==> src/logic/lpdc_pkg.sv <==
// Contract
// - backlight input enables backlight group, pulses pick one of 11 levels
// - first backlight high from shutdown: soft-start, then full scale
// - each later backlight pulse drops 10 percent; the tenth drops 5
// - pulse after lowest backlight level wraps to full scale
// - first flash high: soft-start unless already done, then 100 mA
// - flash pulses drop 10 mA, tenth drops 5 mA, next returns full
// - flash adjust pulses accepted within 1 ms of flash going high; code accepts them at any time
// - backlight low 0.5 ms: sinks off, full scale on next rise
// - flash low 0.5 ms: flash level back to 100 mA on next rise
// - both inputs low 0.5 ms: full shutdown
// - ratio 1x while all sinks above threshold; 1.5x if any below
// - going 1x toward 2x dwells about 1 ms at 1.5x
// - at 1.5x with output below input, retry 1x every 130 ms
// - at 2x, fall back to 1.5x every 130 ms, re-enter if needed
// - step 1.5x to 2x only on sink dropout
// - at 2x, one input long low with other high: back to 1.5x
// - output below 1.2 V: short state, resume when removed
// - sink disabled when its pin exceeds output or input minus 0.4 V
// - over 165 C shut down, restart automatically after cooling
// - open LED: other sinks keep running, resume when fault clears
package lpdc_pkg;
   localparam int unsigned CLK_PERIOD_NS = 25;
   localparam int unsigned T_RESET_NS    = 500_000;
   localparam int unsigned T_DWELL_NS    = 1_000_000;
   localparam int unsigned T_RETRY_NS    = 130_000_000;
   localparam int unsigned T_SOFT_NS     = 2_000_000;
   localparam int unsigned RESET_CYC =
      (T_RESET_NS + CLK_PERIOD_NS - 1) / CLK_PERIOD_NS;
   localparam int unsigned DWELL_CYC = T_DWELL_NS / CLK_PERIOD_NS;
   localparam int unsigned RETRY_CYC = T_RETRY_NS / CLK_PERIOD_NS;
   localparam int unsigned SOFT_CYC  = T_SOFT_NS / CLK_PERIOD_NS;

   localparam int unsigned LOW_W = 16;
   localparam int unsigned TMR_W = 24;
   localparam int unsigned PCT_W = 7;
   localparam logic [3:0]  LVL_FULL = 4'h0;
   localparam logic [3:0]  LVL_LAST = 4'ha;
   localparam logic [6:0]  PCT_FULL = 7'h64;
   localparam logic [6:0]  PCT_STEP = 7'h0a;
   localparam logic [6:0]  PCT_LAST = 7'h05;

   // positions in the synchronised input vector
   localparam int unsigned SX_BL    = 0;
   localparam int unsigned SX_FL    = 1;
   localparam int unsigned SX_SLO   = 2;
   localparam int unsigned SX_DROP  = 8;
   localparam int unsigned SX_VLT   = 9;
   localparam int unsigned SX_SHORT = 10;
   localparam int unsigned SX_OVR   = 11;
   localparam int unsigned SX_OT    = 17;
   localparam int unsigned SX_W     = 18;
   localparam int unsigned N_SINK   = 6;

   typedef enum logic [1:0] {
      SYS_SHDN = 2'h0,
      SYS_SOFT = 2'h1,
      SYS_RUN  = 2'h3,
      SYS_HOT  = 2'h2
   } lpdc_sys_t;

   typedef enum logic [1:0] {
      RATIO_1X  = 2'h0,
      RATIO_15X = 2'h1,
      RATIO_2X  = 2'h3
   } lpdc_ratio_t;

   typedef struct packed {
      logic             en;
      logic             low_long;
      logic             rise;
      logic [3:0]       idx;
      logic [PCT_W-1:0] pct;
   } lpdc_chan_t;

   function automatic logic [PCT_W-1:0] lvl_pct(input logic [3:0] idx);
      if (idx >= LVL_LAST)
         return PCT_LAST;
      return PCT_FULL - PCT_W'(PCT_STEP * PCT_W'(idx));
   endfunction
endpackage

==> src/logic/lpdc_sync.sv <==
`timescale 1ns/1ps
module lpdc_sync #(
   parameter int unsigned W = 1
) (
   input  wire logic         ref_clk_i,
   input  wire logic         reset_i,
   input  wire logic [W-1:0] d_i,
   output logic      [W-1:0] q_o
);
   logic [W-1:0] meta_ff;
   logic [W-1:0] q_ff;

   always_ff @(posedge ref_clk_i or posedge reset_i) begin
      if (reset_i) begin
         meta_ff <= '0;
         q_ff    <= '0;
      end else begin
         meta_ff <= d_i;
         q_ff    <= meta_ff;
      end
   end

   assign q_o = q_ff;
endmodule

==> src/logic/lpdc_dim_chan.sv <==
`timescale 1ns/1ps
module lpdc_dim_chan #(
   parameter int unsigned RESET_CYC = lpdc_pkg::RESET_CYC
) (
   input  wire logic              ref_clk_i,
   input  wire logic              reset_i,
   input  wire logic              ctl_i,
   output lpdc_pkg::lpdc_chan_t   st_o
);
   localparam logic [lpdc_pkg::LOW_W-1:0] LIM =
      lpdc_pkg::LOW_W'(RESET_CYC - 1);

   logic                           prev_ff, nxt_prev;
   logic                           en_ff, nxt_en;
   logic                           ll_ff, nxt_ll;
   logic [lpdc_pkg::LOW_W-1:0]     cnt_ff, nxt_cnt;
   logic [3:0]                     idx_ff, nxt_idx;
   logic [lpdc_pkg::PCT_W-1:0]     pct_ff, nxt_pct;
   logic                           rise;

   always_comb begin
      rise     = ctl_i & ~prev_ff;
      nxt_prev = ctl_i;
      nxt_en   = en_ff;
      nxt_ll   = ll_ff;
      nxt_cnt  = cnt_ff;
      nxt_idx  = idx_ff;
      if (ctl_i) begin
         nxt_cnt = '0;
         nxt_ll  = 1'b0;
      end else if (cnt_ff != LIM) begin
         nxt_cnt = cnt_ff + 1'b1;
      end else begin
         // long low: off now, full scale waits for the next rise
         nxt_ll = 1'b1;
         nxt_en = 1'b0;
      end
      // pulses count from the first rise, soft-start or not
      if (rise) begin
         if (!en_ff) begin
            nxt_en  = 1'b1;
            nxt_idx = lpdc_pkg::LVL_FULL;
         end else if (idx_ff == lpdc_pkg::LVL_LAST) begin
            nxt_idx = lpdc_pkg::LVL_FULL;
         end else begin
            nxt_idx = idx_ff + 4'h1;
         end
      end
      nxt_pct = lpdc_pkg::lvl_pct(nxt_idx);
   end

   always_ff @(posedge ref_clk_i or posedge reset_i) begin
      if (reset_i) begin
         prev_ff <= 1'b0;
         en_ff   <= 1'b0;
         ll_ff   <= 1'b0;
         cnt_ff  <= '0;
         idx_ff  <= 4'h0;
         pct_ff  <= lpdc_pkg::PCT_FULL;
      end else begin
         prev_ff <= nxt_prev;
         en_ff   <= nxt_en;
         ll_ff   <= nxt_ll;
         cnt_ff  <= nxt_cnt;
         idx_ff  <= nxt_idx;
         pct_ff  <= nxt_pct;
      end
   end

   // one driver for the whole struct, members in declared order
   assign st_o = {en_ff, ll_ff, rise, idx_ff, pct_ff};

   chk_step_level: assert property (
      @(posedge ref_clk_i) disable iff (reset_i)
      rise && en_ff && idx_ff != lpdc_pkg::LVL_LAST
      |=> idx_ff == $past(idx_ff) + 4'h1)
      else $error("level did not step down");

   chk_wrap_level: assert property (
      @(posedge ref_clk_i) disable iff (reset_i)
      rise && en_ff && idx_ff == lpdc_pkg::LVL_LAST
      |=> idx_ff == lpdc_pkg::LVL_FULL && pct_ff == lpdc_pkg::PCT_FULL)
      else $error("level did not wrap to full");

   chk_first_full: assert property (
      @(posedge ref_clk_i) disable iff (reset_i)
      rise && !en_ff |=> en_ff && pct_ff == lpdc_pkg::PCT_FULL)
      else $error("first rise not full scale");

   chk_low_reset: assert property (
      @(posedge ref_clk_i) disable iff (reset_i)
      $rose(ll_ff) |-> !en_ff && !$past(ctl_i))
      else $error("long low did not disable channel");
endmodule

==> src/logic/lpdc_top.sv <==
`timescale 1ns/1ps
module lpdc_top #(
   parameter int unsigned RESET_CYC = lpdc_pkg::RESET_CYC,
   parameter int unsigned DWELL_CYC = lpdc_pkg::DWELL_CYC,
   parameter int unsigned RETRY_CYC = lpdc_pkg::RETRY_CYC,
   parameter int unsigned SOFT_CYC  = lpdc_pkg::SOFT_CYC
) (
   input  wire logic                          ref_clk_i,
   input  wire logic                          reset_i,
   input  wire logic                          backlight_ctrl_in_i,
   input  wire logic                          flash_ctrl_in_i,
   input  wire logic [lpdc_pkg::N_SINK-1:0]   sink_low_i,
   input  wire logic                          sink_dropout_i,
   input  wire logic                          pump_output_voltage_below_vin_i,
   input  wire logic                          pump_output_voltage_short_i,
   input  wire logic [lpdc_pkg::N_SINK-1:0]   sink_over_i,
   input  wire logic                          over_temp_i,
   output logic      [lpdc_pkg::N_SINK-1:0]   sink_channel_en_o,
   output logic      [lpdc_pkg::PCT_W-1:0]    backlight_pct_o,
   output logic      [lpdc_pkg::PCT_W-1:0]    flash_pct_o,
   output logic      [1:0]                    pump_ratio_o,
   output logic                               soft_start_o,
   output logic                               shutdown_o,
   output logic                               short_state_o
);
   localparam int unsigned TW = lpdc_pkg::TMR_W;
   localparam logic [TW-1:0] SOFT_LIM  = TW'(SOFT_CYC - 1);
   localparam logic [TW-1:0] DWELL_LIM = TW'(DWELL_CYC - 1);
   localparam logic [TW-1:0] RETRY_LIM = TW'(RETRY_CYC - 1);

   ////////////////////////////////////////////////////////////////////////
   logic [lpdc_pkg::SX_W-1:0]   sx;
   lpdc_pkg::lpdc_chan_t        bl_st;
   lpdc_pkg::lpdc_chan_t        fl_st;

   lpdc_sync #(
      .W (lpdc_pkg::SX_W)
   ) u_sync (
      .ref_clk_i (ref_clk_i),
      .reset_i   (reset_i),
      .d_i       ({over_temp_i, sink_over_i, pump_output_voltage_short_i,
                   pump_output_voltage_below_vin_i, sink_dropout_i, sink_low_i,
                   flash_ctrl_in_i, backlight_ctrl_in_i}),
      .q_o       (sx)
   );

   lpdc_dim_chan #(
      .RESET_CYC (RESET_CYC)
   ) u_bl (
      .ref_clk_i (ref_clk_i),
      .reset_i   (reset_i),
      .ctl_i     (sx[lpdc_pkg::SX_BL]),
      .st_o      (bl_st)
   );

   lpdc_dim_chan #(
      .RESET_CYC (RESET_CYC)
   ) u_fl (
      .ref_clk_i (ref_clk_i),
      .reset_i   (reset_i),
      .ctl_i     (sx[lpdc_pkg::SX_FL]),
      .st_o      (fl_st)
   );

   logic                          bl_hi, fl_hi;
   logic [lpdc_pkg::N_SINK-1:0]   low_s, over_s;
   logic                          drop_s, vlt_s, short_s, ot_s;

   assign bl_hi   = sx[lpdc_pkg::SX_BL];
   assign fl_hi   = sx[lpdc_pkg::SX_FL];
   assign low_s   = sx[lpdc_pkg::SX_SLO +: lpdc_pkg::N_SINK];
   assign over_s  = sx[lpdc_pkg::SX_OVR +: lpdc_pkg::N_SINK];
   assign drop_s  = sx[lpdc_pkg::SX_DROP];
   assign vlt_s   = sx[lpdc_pkg::SX_VLT];
   assign short_s = sx[lpdc_pkg::SX_SHORT];
   assign ot_s    = sx[lpdc_pkg::SX_OT];

   ////////////////////////////////////////////////////////////////////////
   // system sequencing: shutdown, soft-start, run, thermal hold
   lpdc_pkg::lpdc_sys_t  sys_ff, nxt_sys;
   logic [TW-1:0]        ss_ff, nxt_ss;
   logic                 both_low;

   always_comb begin
      nxt_sys  = sys_ff;
      nxt_ss   = ss_ff;
      both_low = bl_st.low_long & fl_st.low_long;
      case (sys_ff)
         lpdc_pkg::SYS_SHDN: begin
            nxt_ss = '0;
            if (ot_s)
               nxt_sys = lpdc_pkg::SYS_HOT;
            else if (bl_st.en | fl_st.en)
               nxt_sys = lpdc_pkg::SYS_SOFT;
         end
         lpdc_pkg::SYS_SOFT: begin
            if (ot_s)
               nxt_sys = lpdc_pkg::SYS_HOT;
            else if (both_low)
               nxt_sys = lpdc_pkg::SYS_SHDN;
            else if (ss_ff == SOFT_LIM)
               nxt_sys = lpdc_pkg::SYS_RUN;
            else
               nxt_ss = ss_ff + 1'b1;
         end
         lpdc_pkg::SYS_RUN: begin
            // a later flash enable joins without a second soft-start
            if (ot_s)
               nxt_sys = lpdc_pkg::SYS_HOT;
            else if (both_low)
               nxt_sys = lpdc_pkg::SYS_SHDN;
            else
               nxt_sys = lpdc_pkg::SYS_RUN;
         end
         lpdc_pkg::SYS_HOT: begin
            // cooled down: restart through soft-start if still enabled
            if (!ot_s)
               nxt_sys = lpdc_pkg::SYS_SHDN;
         end
         default: nxt_sys = lpdc_pkg::SYS_SHDN;
      endcase
   end

   always_ff @(posedge ref_clk_i or posedge reset_i) begin
      if (reset_i) begin
         sys_ff <= lpdc_pkg::SYS_SHDN;
         ss_ff  <= '0;
      end else begin
         sys_ff <= nxt_sys;
         ss_ff  <= nxt_ss;
      end
   end

   ////////////////////////////////////////////////////////////////////////
   // charge-pump ratio; one timer serves dwell and periodic retry
   lpdc_pkg::lpdc_ratio_t  ratio_ff, nxt_ratio;
   logic [TW-1:0]          tmr_ff, nxt_tmr;
   logic [1:0]             ll_prev_ff, nxt_ll_prev;
   logic                   run, chan_dis;

   always_comb begin
      nxt_ratio   = ratio_ff;
      nxt_tmr     = (tmr_ff == RETRY_LIM) ? tmr_ff : tmr_ff + 1'b1;
      nxt_ll_prev = {fl_st.low_long, bl_st.low_long};
      run         = (sys_ff == lpdc_pkg::SYS_RUN) & ~short_s;
      chan_dis    = (bl_st.low_long & ~ll_prev_ff[0] & fl_hi) |
                    (fl_st.low_long & ~ll_prev_ff[1] & bl_hi);
      if (!run) begin
         nxt_ratio = lpdc_pkg::RATIO_1X;
         nxt_tmr   = '0;
      end else begin
         case (ratio_ff)
            lpdc_pkg::RATIO_1X: begin
               if (|low_s) begin
                  nxt_ratio = lpdc_pkg::RATIO_15X;
                  nxt_tmr   = '0;
               end
            end
            lpdc_pkg::RATIO_15X: begin
               if (drop_s && tmr_ff >= DWELL_LIM) begin
                  nxt_ratio = lpdc_pkg::RATIO_2X;
                  nxt_tmr   = '0;
               end else if (vlt_s && tmr_ff == RETRY_LIM) begin
                  nxt_ratio = lpdc_pkg::RATIO_1X;
                  nxt_tmr   = '0;
               end
            end
            lpdc_pkg::RATIO_2X: begin
               if (chan_dis || tmr_ff == RETRY_LIM) begin
                  nxt_ratio = lpdc_pkg::RATIO_15X;
                  nxt_tmr   = '0;
               end
            end
            default: begin
               nxt_ratio = lpdc_pkg::RATIO_1X;
               nxt_tmr   = '0;
            end
         endcase
      end
   end

   always_ff @(posedge ref_clk_i or posedge reset_i) begin
      if (reset_i) begin
         ratio_ff   <= lpdc_pkg::RATIO_1X;
         tmr_ff     <= '0;
         ll_prev_ff <= 2'h0;
      end else begin
         ratio_ff   <= nxt_ratio;
         tmr_ff     <= nxt_tmr;
         ll_prev_ff <= nxt_ll_prev;
      end
   end

   ////////////////////////////////////////////////////////////////////////
   // sink enables: per-pin disable keeps a faulty sink from stopping others
   logic [lpdc_pkg::N_SINK-1:0]  sink_ff, nxt_sink;
   logic                         short_ff, nxt_short;

   always_comb begin
      nxt_sink = {{2{run & fl_st.en}}, {4{run & bl_st.en}}};
      nxt_sink = nxt_sink & ~over_s;
      nxt_short = short_s & (sys_ff == lpdc_pkg::SYS_RUN);
   end

   always_ff @(posedge ref_clk_i or posedge reset_i) begin
      if (reset_i) begin
         sink_ff  <= '0;
         short_ff <= 1'b0;
      end else begin
         sink_ff  <= nxt_sink;
         short_ff <= nxt_short;
      end
   end

   assign sink_channel_en_o = sink_ff;
   assign backlight_pct_o   = bl_st.pct;
   assign flash_pct_o       = fl_st.pct;
   assign pump_ratio_o      = ratio_ff;
   assign soft_start_o      = (sys_ff == lpdc_pkg::SYS_SOFT);
   assign shutdown_o        = (sys_ff == lpdc_pkg::SYS_SHDN) |
                              (sys_ff == lpdc_pkg::SYS_HOT);
   assign short_state_o     = short_ff;

   ////////////////////////////////////////////////////////////////////////
   chk_shut_both: assert property (
      @(posedge ref_clk_i) disable iff (reset_i)
      both_low && !ot_s && sys_ff != lpdc_pkg::SYS_HOT
      |=> sys_ff == lpdc_pkg::SYS_SHDN)
      else $error("both inputs long low but not shut down");

   chk_ratio_up: assert property (
      @(posedge ref_clk_i) disable iff (reset_i)
      run && ratio_ff == lpdc_pkg::RATIO_1X && |low_s
      |=> ratio_ff == lpdc_pkg::RATIO_15X)
      else $error("sink low at 1x did not raise ratio");

   chk_ratio_dwell: assert property (
      @(posedge ref_clk_i) disable iff (reset_i)
      ratio_ff == lpdc_pkg::RATIO_2X &&
      $past(ratio_ff) == lpdc_pkg::RATIO_15X
      |-> $past(tmr_ff) >= DWELL_LIM && $past(drop_s))
      else $error("2x entered without dwell or dropout");

   chk_retry_2x: assert property (
      @(posedge ref_clk_i) disable iff (reset_i)
      run && ratio_ff == lpdc_pkg::RATIO_2X && tmr_ff == RETRY_LIM
      |=> ratio_ff == lpdc_pkg::RATIO_15X && tmr_ff == '0)
      else $error("2x retry period missed");

   chk_retry_1x: assert property (
      @(posedge ref_clk_i) disable iff (reset_i)
      run && ratio_ff == lpdc_pkg::RATIO_15X && vlt_s && !drop_s &&
      tmr_ff == RETRY_LIM |=> ratio_ff == lpdc_pkg::RATIO_1X)
      else $error("1.5x retry to 1x missed");

   chk_chan_drop: assert property (
      @(posedge ref_clk_i) disable iff (reset_i)
      run && ratio_ff == lpdc_pkg::RATIO_2X && chan_dis
      |=> ratio_ff == lpdc_pkg::RATIO_15X)
      else $error("channel disable at 2x kept 2x");

   chk_short_off: assert property (
      @(posedge ref_clk_i) disable iff (reset_i)
      short_s |=> sink_ff == '0 && ratio_ff == lpdc_pkg::RATIO_1X)
      else $error("sinks or pump active during short");

   chk_sink_disable: assert property (
      @(posedge ref_clk_i) disable iff (reset_i)
      1'b1 |=> (sink_ff & $past(over_s)) == '0)
      else $error("overvoltage sink still enabled");

   chk_over_temp: assert property (
      @(posedge ref_clk_i) disable iff (reset_i)
      ot_s |=> sys_ff == lpdc_pkg::SYS_HOT ##1 sink_ff == '0)
      else $error("over temperature did not shut down");

   chk_soft_done: assert property (
      @(posedge ref_clk_i) disable iff (reset_i)
      sys_ff == lpdc_pkg::SYS_SOFT && ss_ff == SOFT_LIM &&
      !ot_s && !both_low |=> sys_ff == lpdc_pkg::SYS_RUN)
      else $error("soft-start did not end in run");

   chk_bl_group: assert property (
      @(posedge ref_clk_i) disable iff (reset_i)
      !bl_st.en |=> sink_ff[3:0] == 4'h0)
      else $error("backlight sinks on while group disabled");

   chk_fl_group: assert property (
      @(posedge ref_clk_i) disable iff (reset_i)
      !fl_st.en |=> sink_ff[5:4] == 2'h0)
      else $error("flash sinks on while group disabled");

   chk_hot_hold: assert property (
      @(posedge ref_clk_i) disable iff (reset_i)
      sys_ff == lpdc_pkg::SYS_HOT && ot_s |=> sys_ff == lpdc_pkg::SYS_HOT)
      else $error("left thermal hold while still hot");

   chk_no_dropout_step: assert property (
      @(posedge ref_clk_i) disable iff (reset_i)
      ratio_ff == lpdc_pkg::RATIO_15X && !drop_s
      |=> ratio_ff != lpdc_pkg::RATIO_2X)
      else $error("2x entered without dropout");

   chk_idle_ratio: assert property (
      @(posedge ref_clk_i) disable iff (reset_i)
      !run |=> ratio_ff == lpdc_pkg::RATIO_1X)
      else $error("pump not at 1x while stopped");
endmodule

==> config.mk <==
export PLATFORM = sky130hd
export DESIGN_NAME = lpdc_top
export DESIGN_NICKNAME = d
export VERILOG_FILES = /design/src/logic/lpdc_pkg.sv /design/src/logic/lpdc_sync.sv /design/src/logic/lpdc_dim_chan.sv /design/src/logic/lpdc_top.sv
export SDC_FILE = /design/constraint.sdc
export NUM_CORES = 1
export LEC_CHECK = 0
export BUFFER_PORTS_ARGS = -buffer_cell sky130_fd_sc_hd__buf_2
export CORE_UTILIZATION = 39
export CTS_BUF_LIST = sky130_fd_sc_hd__clkbuf_4
export DETAILED_ROUTE_END_ITERATION = 10
export PLACE_DENSITY = 0.58
export SKIP_LAST_GASP = 1
export SLEW_MARGIN = 10
export SYNTH_ARGS = -nofsm -noshare
export SYNTH_HDL_FRONTEND = slang
export SYNTH_HIERARCHICAL = 1
export SYNTH_SLANG_ARGS = --single-unit
export TNS_END_PERCENT = 5
==> constraint.sdc <==
create_clock -name ref_clk_i -period 2.71 [get_ports ref_clk_i]
set_input_delay 0.542 -clock ref_clk_i [delete_from_list [all_inputs] [get_ports ref_clk_i]]
set_output_delay 0.542 -clock ref_clk_i [all_outputs]
set_load 0.005 [all_outputs]
==> results by group <==
Run status
  • Failing checks: setup timing
  • Status: finished with violations

STA
  • Final setup fails: 8
  • Highest clock rate: 334 MHz
  • Worst clock skew: 0.0168 ns
  • Worst Hold Slack: 0.0386 ns
  • Slew Limit Fails: 0
  • Period utilization: 111%
  • Worst Tran Pin Value: ~0.75 ns
  • RSZ-0062 raised after global routing: yes
  • Worst Slack Setup Final: -0.286 ns
  • Slew HR: 49.7%
  • Min Tclk post-route: 3.00 ns
  • Final hold vios: 0

Setup path
  • Crit path max fanout: 4
  • Critical Path Sink Type: register
  • Startpoint types: register
  • WP data required: 3.19 ns
  • CP Class: reg2reg
  • Worst endpoint data arrival time: 3.48 ns

Route
  • Iteration-0 DRC Markers: 274
  • DRC: 0
  • Antenna Nets Post-Route: 0
  • DR pass1 iterations: 6
  • Via density: between 5 and 6
  • Via count: 5451
  • Routed length per instance: 14.8 um
  • Final WL: 15.8 mm

Clock network
  • Cts bufs inserted: 17
  • Clock-pin slew on the worst setup and hold paths: between 0.1 and 0.15 ns
  • # H-tree levels: 4
  • Clk sinks: approximately 160
  • Clk root buf: clkbuf_4
  • Clk buf depth: 2
  • Clock Latency Late Sink: 0.56 ns
  • CTS tree: done

GRT
  • First-pass GRT wire length: 26.9 mm
  • Initial antenna violation count: 1
  • GRT Overall Usage: 17.1%
  • Pin count of the biggest net entering global routing: 32
  • Grt total ovfl: 0
  • Vias in the first global route: between 5000 and 6000

Pwr
  • Peak supply drop: ~0.56 mV
  • Cell Pwr Density: 709 nW/um^2
  • Leakage: 3.76 nW

Synth
  • Yosys Warn Count: 6
  • Post-synthesis cell area: between 7000 and 8000 sq um
  • Mean post-synth cell area: 10.7 sq um
  • Post-synthesis net count: 749
  • Cell count after synthesis: 705

Place
  • Post-DP HPWL: 10.9 mm
  • IO buf count: 44
  • Placer congestion estimate: 0.856

Layout
  • Fillers: between 1500 and 2000
  • Share of cells above drive strength 1: 24.5%
  • Fin nets: approximately 840
  • Final Core Density: 46.5%
  • Area Overhead vs Synth: 16.1%

Floorplan
  • Die height: 141 um
  • Core Rows: 50
  • Die W: 141 um
  • I/O pins: 45
  • Die area: 19900 sq um
  • Core Area: approximately 19000 sq um
  • Initial Util: 40.1%

Worst hold path
  • HP Class: in2async

Job
  • Max Cap Violations: 0
-- report_power, final --
group | switching (mW) | internal, mW
logic | 1.04 | 1.02
registers | 0.122 | 2.57
clock network | 0.824 | 0.635
total | 1.99 | 4.23
-- layer usage --
metal / share of wire [%] / track usage, %
met5: 0 / 0
met4: 1.6 / 5.89
met3: 2.7 / 3.74
met2: 49 / 28.7
met1: 47 / 21.9
-- critical path, cell delays in order, from the launching register on --
cell and delay (ns):
dfrtp_2 0.49, ha_4 0.19, o21ai_0 0.28, a21oi_2 0.11, inv_1 0.10, ha_2 0.20, ha_4 0.13, inv_2 0.03
fa_2 0.33, or3_4 0.35, a311oi_2 0.26, a211oi_2 0.08, o211ai_1 0.12, mux2i_1 0.24
-- timing repair --
action / CTS / global route
cloned: 0 / 0
resized for setup: 3 / 5
pin swaps: 7 / 5
hold buffers: 0 / 0
setup buffers: 10 / 2
endpoints found under the setup margin: 2 / 8
-- per-stage QoR --
stage	power (mW)	cell area [sq um]	setup WS (ns)	cells	TNS, ns
2_1_floorplan	4.00	7650	-0.150	705	-0.241
3_3_place_gp	4.62	8330	-0.123	1023	-0.123
3_5_place_dp	4.64	8330	-0.219	1023	-0.219
4_1_cts	6.23	8730	-0.185	1065	-0.327
5_1_grt	6.63	8760	-0.466	1068	-2.44
6_report	6.21	8760	-0.286	1068	-1.34
-- layout by cell type (no fill, tap or decap), drive strengths merged, types with 4 or more instances in the layout --
master	count
a2111oi	6
a211oi	9
a21oi	23
a311oi	4
a31oi	4
and3	14
buf	95
clkbuf	17
clkinv	8
dfrtp	151
dfstp	6
ha	22
inv	33
mux2i	7
nand2	53
nand2b	11
nand3	32
nand3b	5
nand4	15
nor2	105
nor2b	4
nor3	14
nor4	13
nor4b	5
o21ai	17
or3	13
or4	4
xnor2	39
xor2	24
-- area by class of cell --
type / count / area [sq um] / share of cell area (%)
clock inverter: 15 / 170 / 1.94
timing repair buffer: 95 / 616 / 7.02
tap: 260 / 325 / 3.71
clock buffer: 17 / 128 / 1.46
antenna: 1 / 2.50 / 0.0286
multi-input combinational: 492 / 3470 / 39.6
sequential: 157 / 3940 / 44.9
inverter: 31 / 116 / 1.33
-- final timing paths --
path                                    from                 end  slack [ns]  cells after the start
max in group asynchronous            reset_i       u_sync/q_o[5]        1.89                      3
min                                  reset_i          u_bl/en_ff        0.04                      2
max reg2reg                   u_fl/idx_ff[1]      u_fl/pct_ff[6]       -0.29                     13
max                           u_fl/idx_ff[1]      u_fl/pct_ff[6]       -0.29                     13
min in group ref_clk_i        sink_over_i[4]  u_sync/meta_ff[15]        0.07                      1
min reg2reg                u_sync/meta_ff[2]       u_sync/q_o[2]        0.36                      0
-- state kept, by name, indices dropped and copies added, names as in the netlist --
| name | count |
|---|---|
| u_fl/prev_ff | 1 |
| sys_ff | 2 |
| u_bl/ll_ff | 1 |
| u_fl/en_ff | 1 |
| u_bl/en_ff | 1 |
| u_bl/idx_ff | 4 |
| u_bl/pct_ff | 7 |
| u_fl/ll_ff | 1 |
| u_bl/prev_ff | 1 |
| u_bl/cnt_ff | 16 |
| short_state_o | 1 |
| ll_prev_ff | 2 |
| u_sync/q_o | 18 |
| u_fl/idx_ff | 4 |
| u_fl/cnt_ff | 16 |
| u_fl/pct_ff | 7 |
| ss_ff | 24 |
| tmr_ff | 24 |
| sink_channel_en_o | 6 |
| pump_ratio_o | 2 |
| u_sync/meta_ff | 18 |
Note: power is estimated with default switching activity, not from simulation.
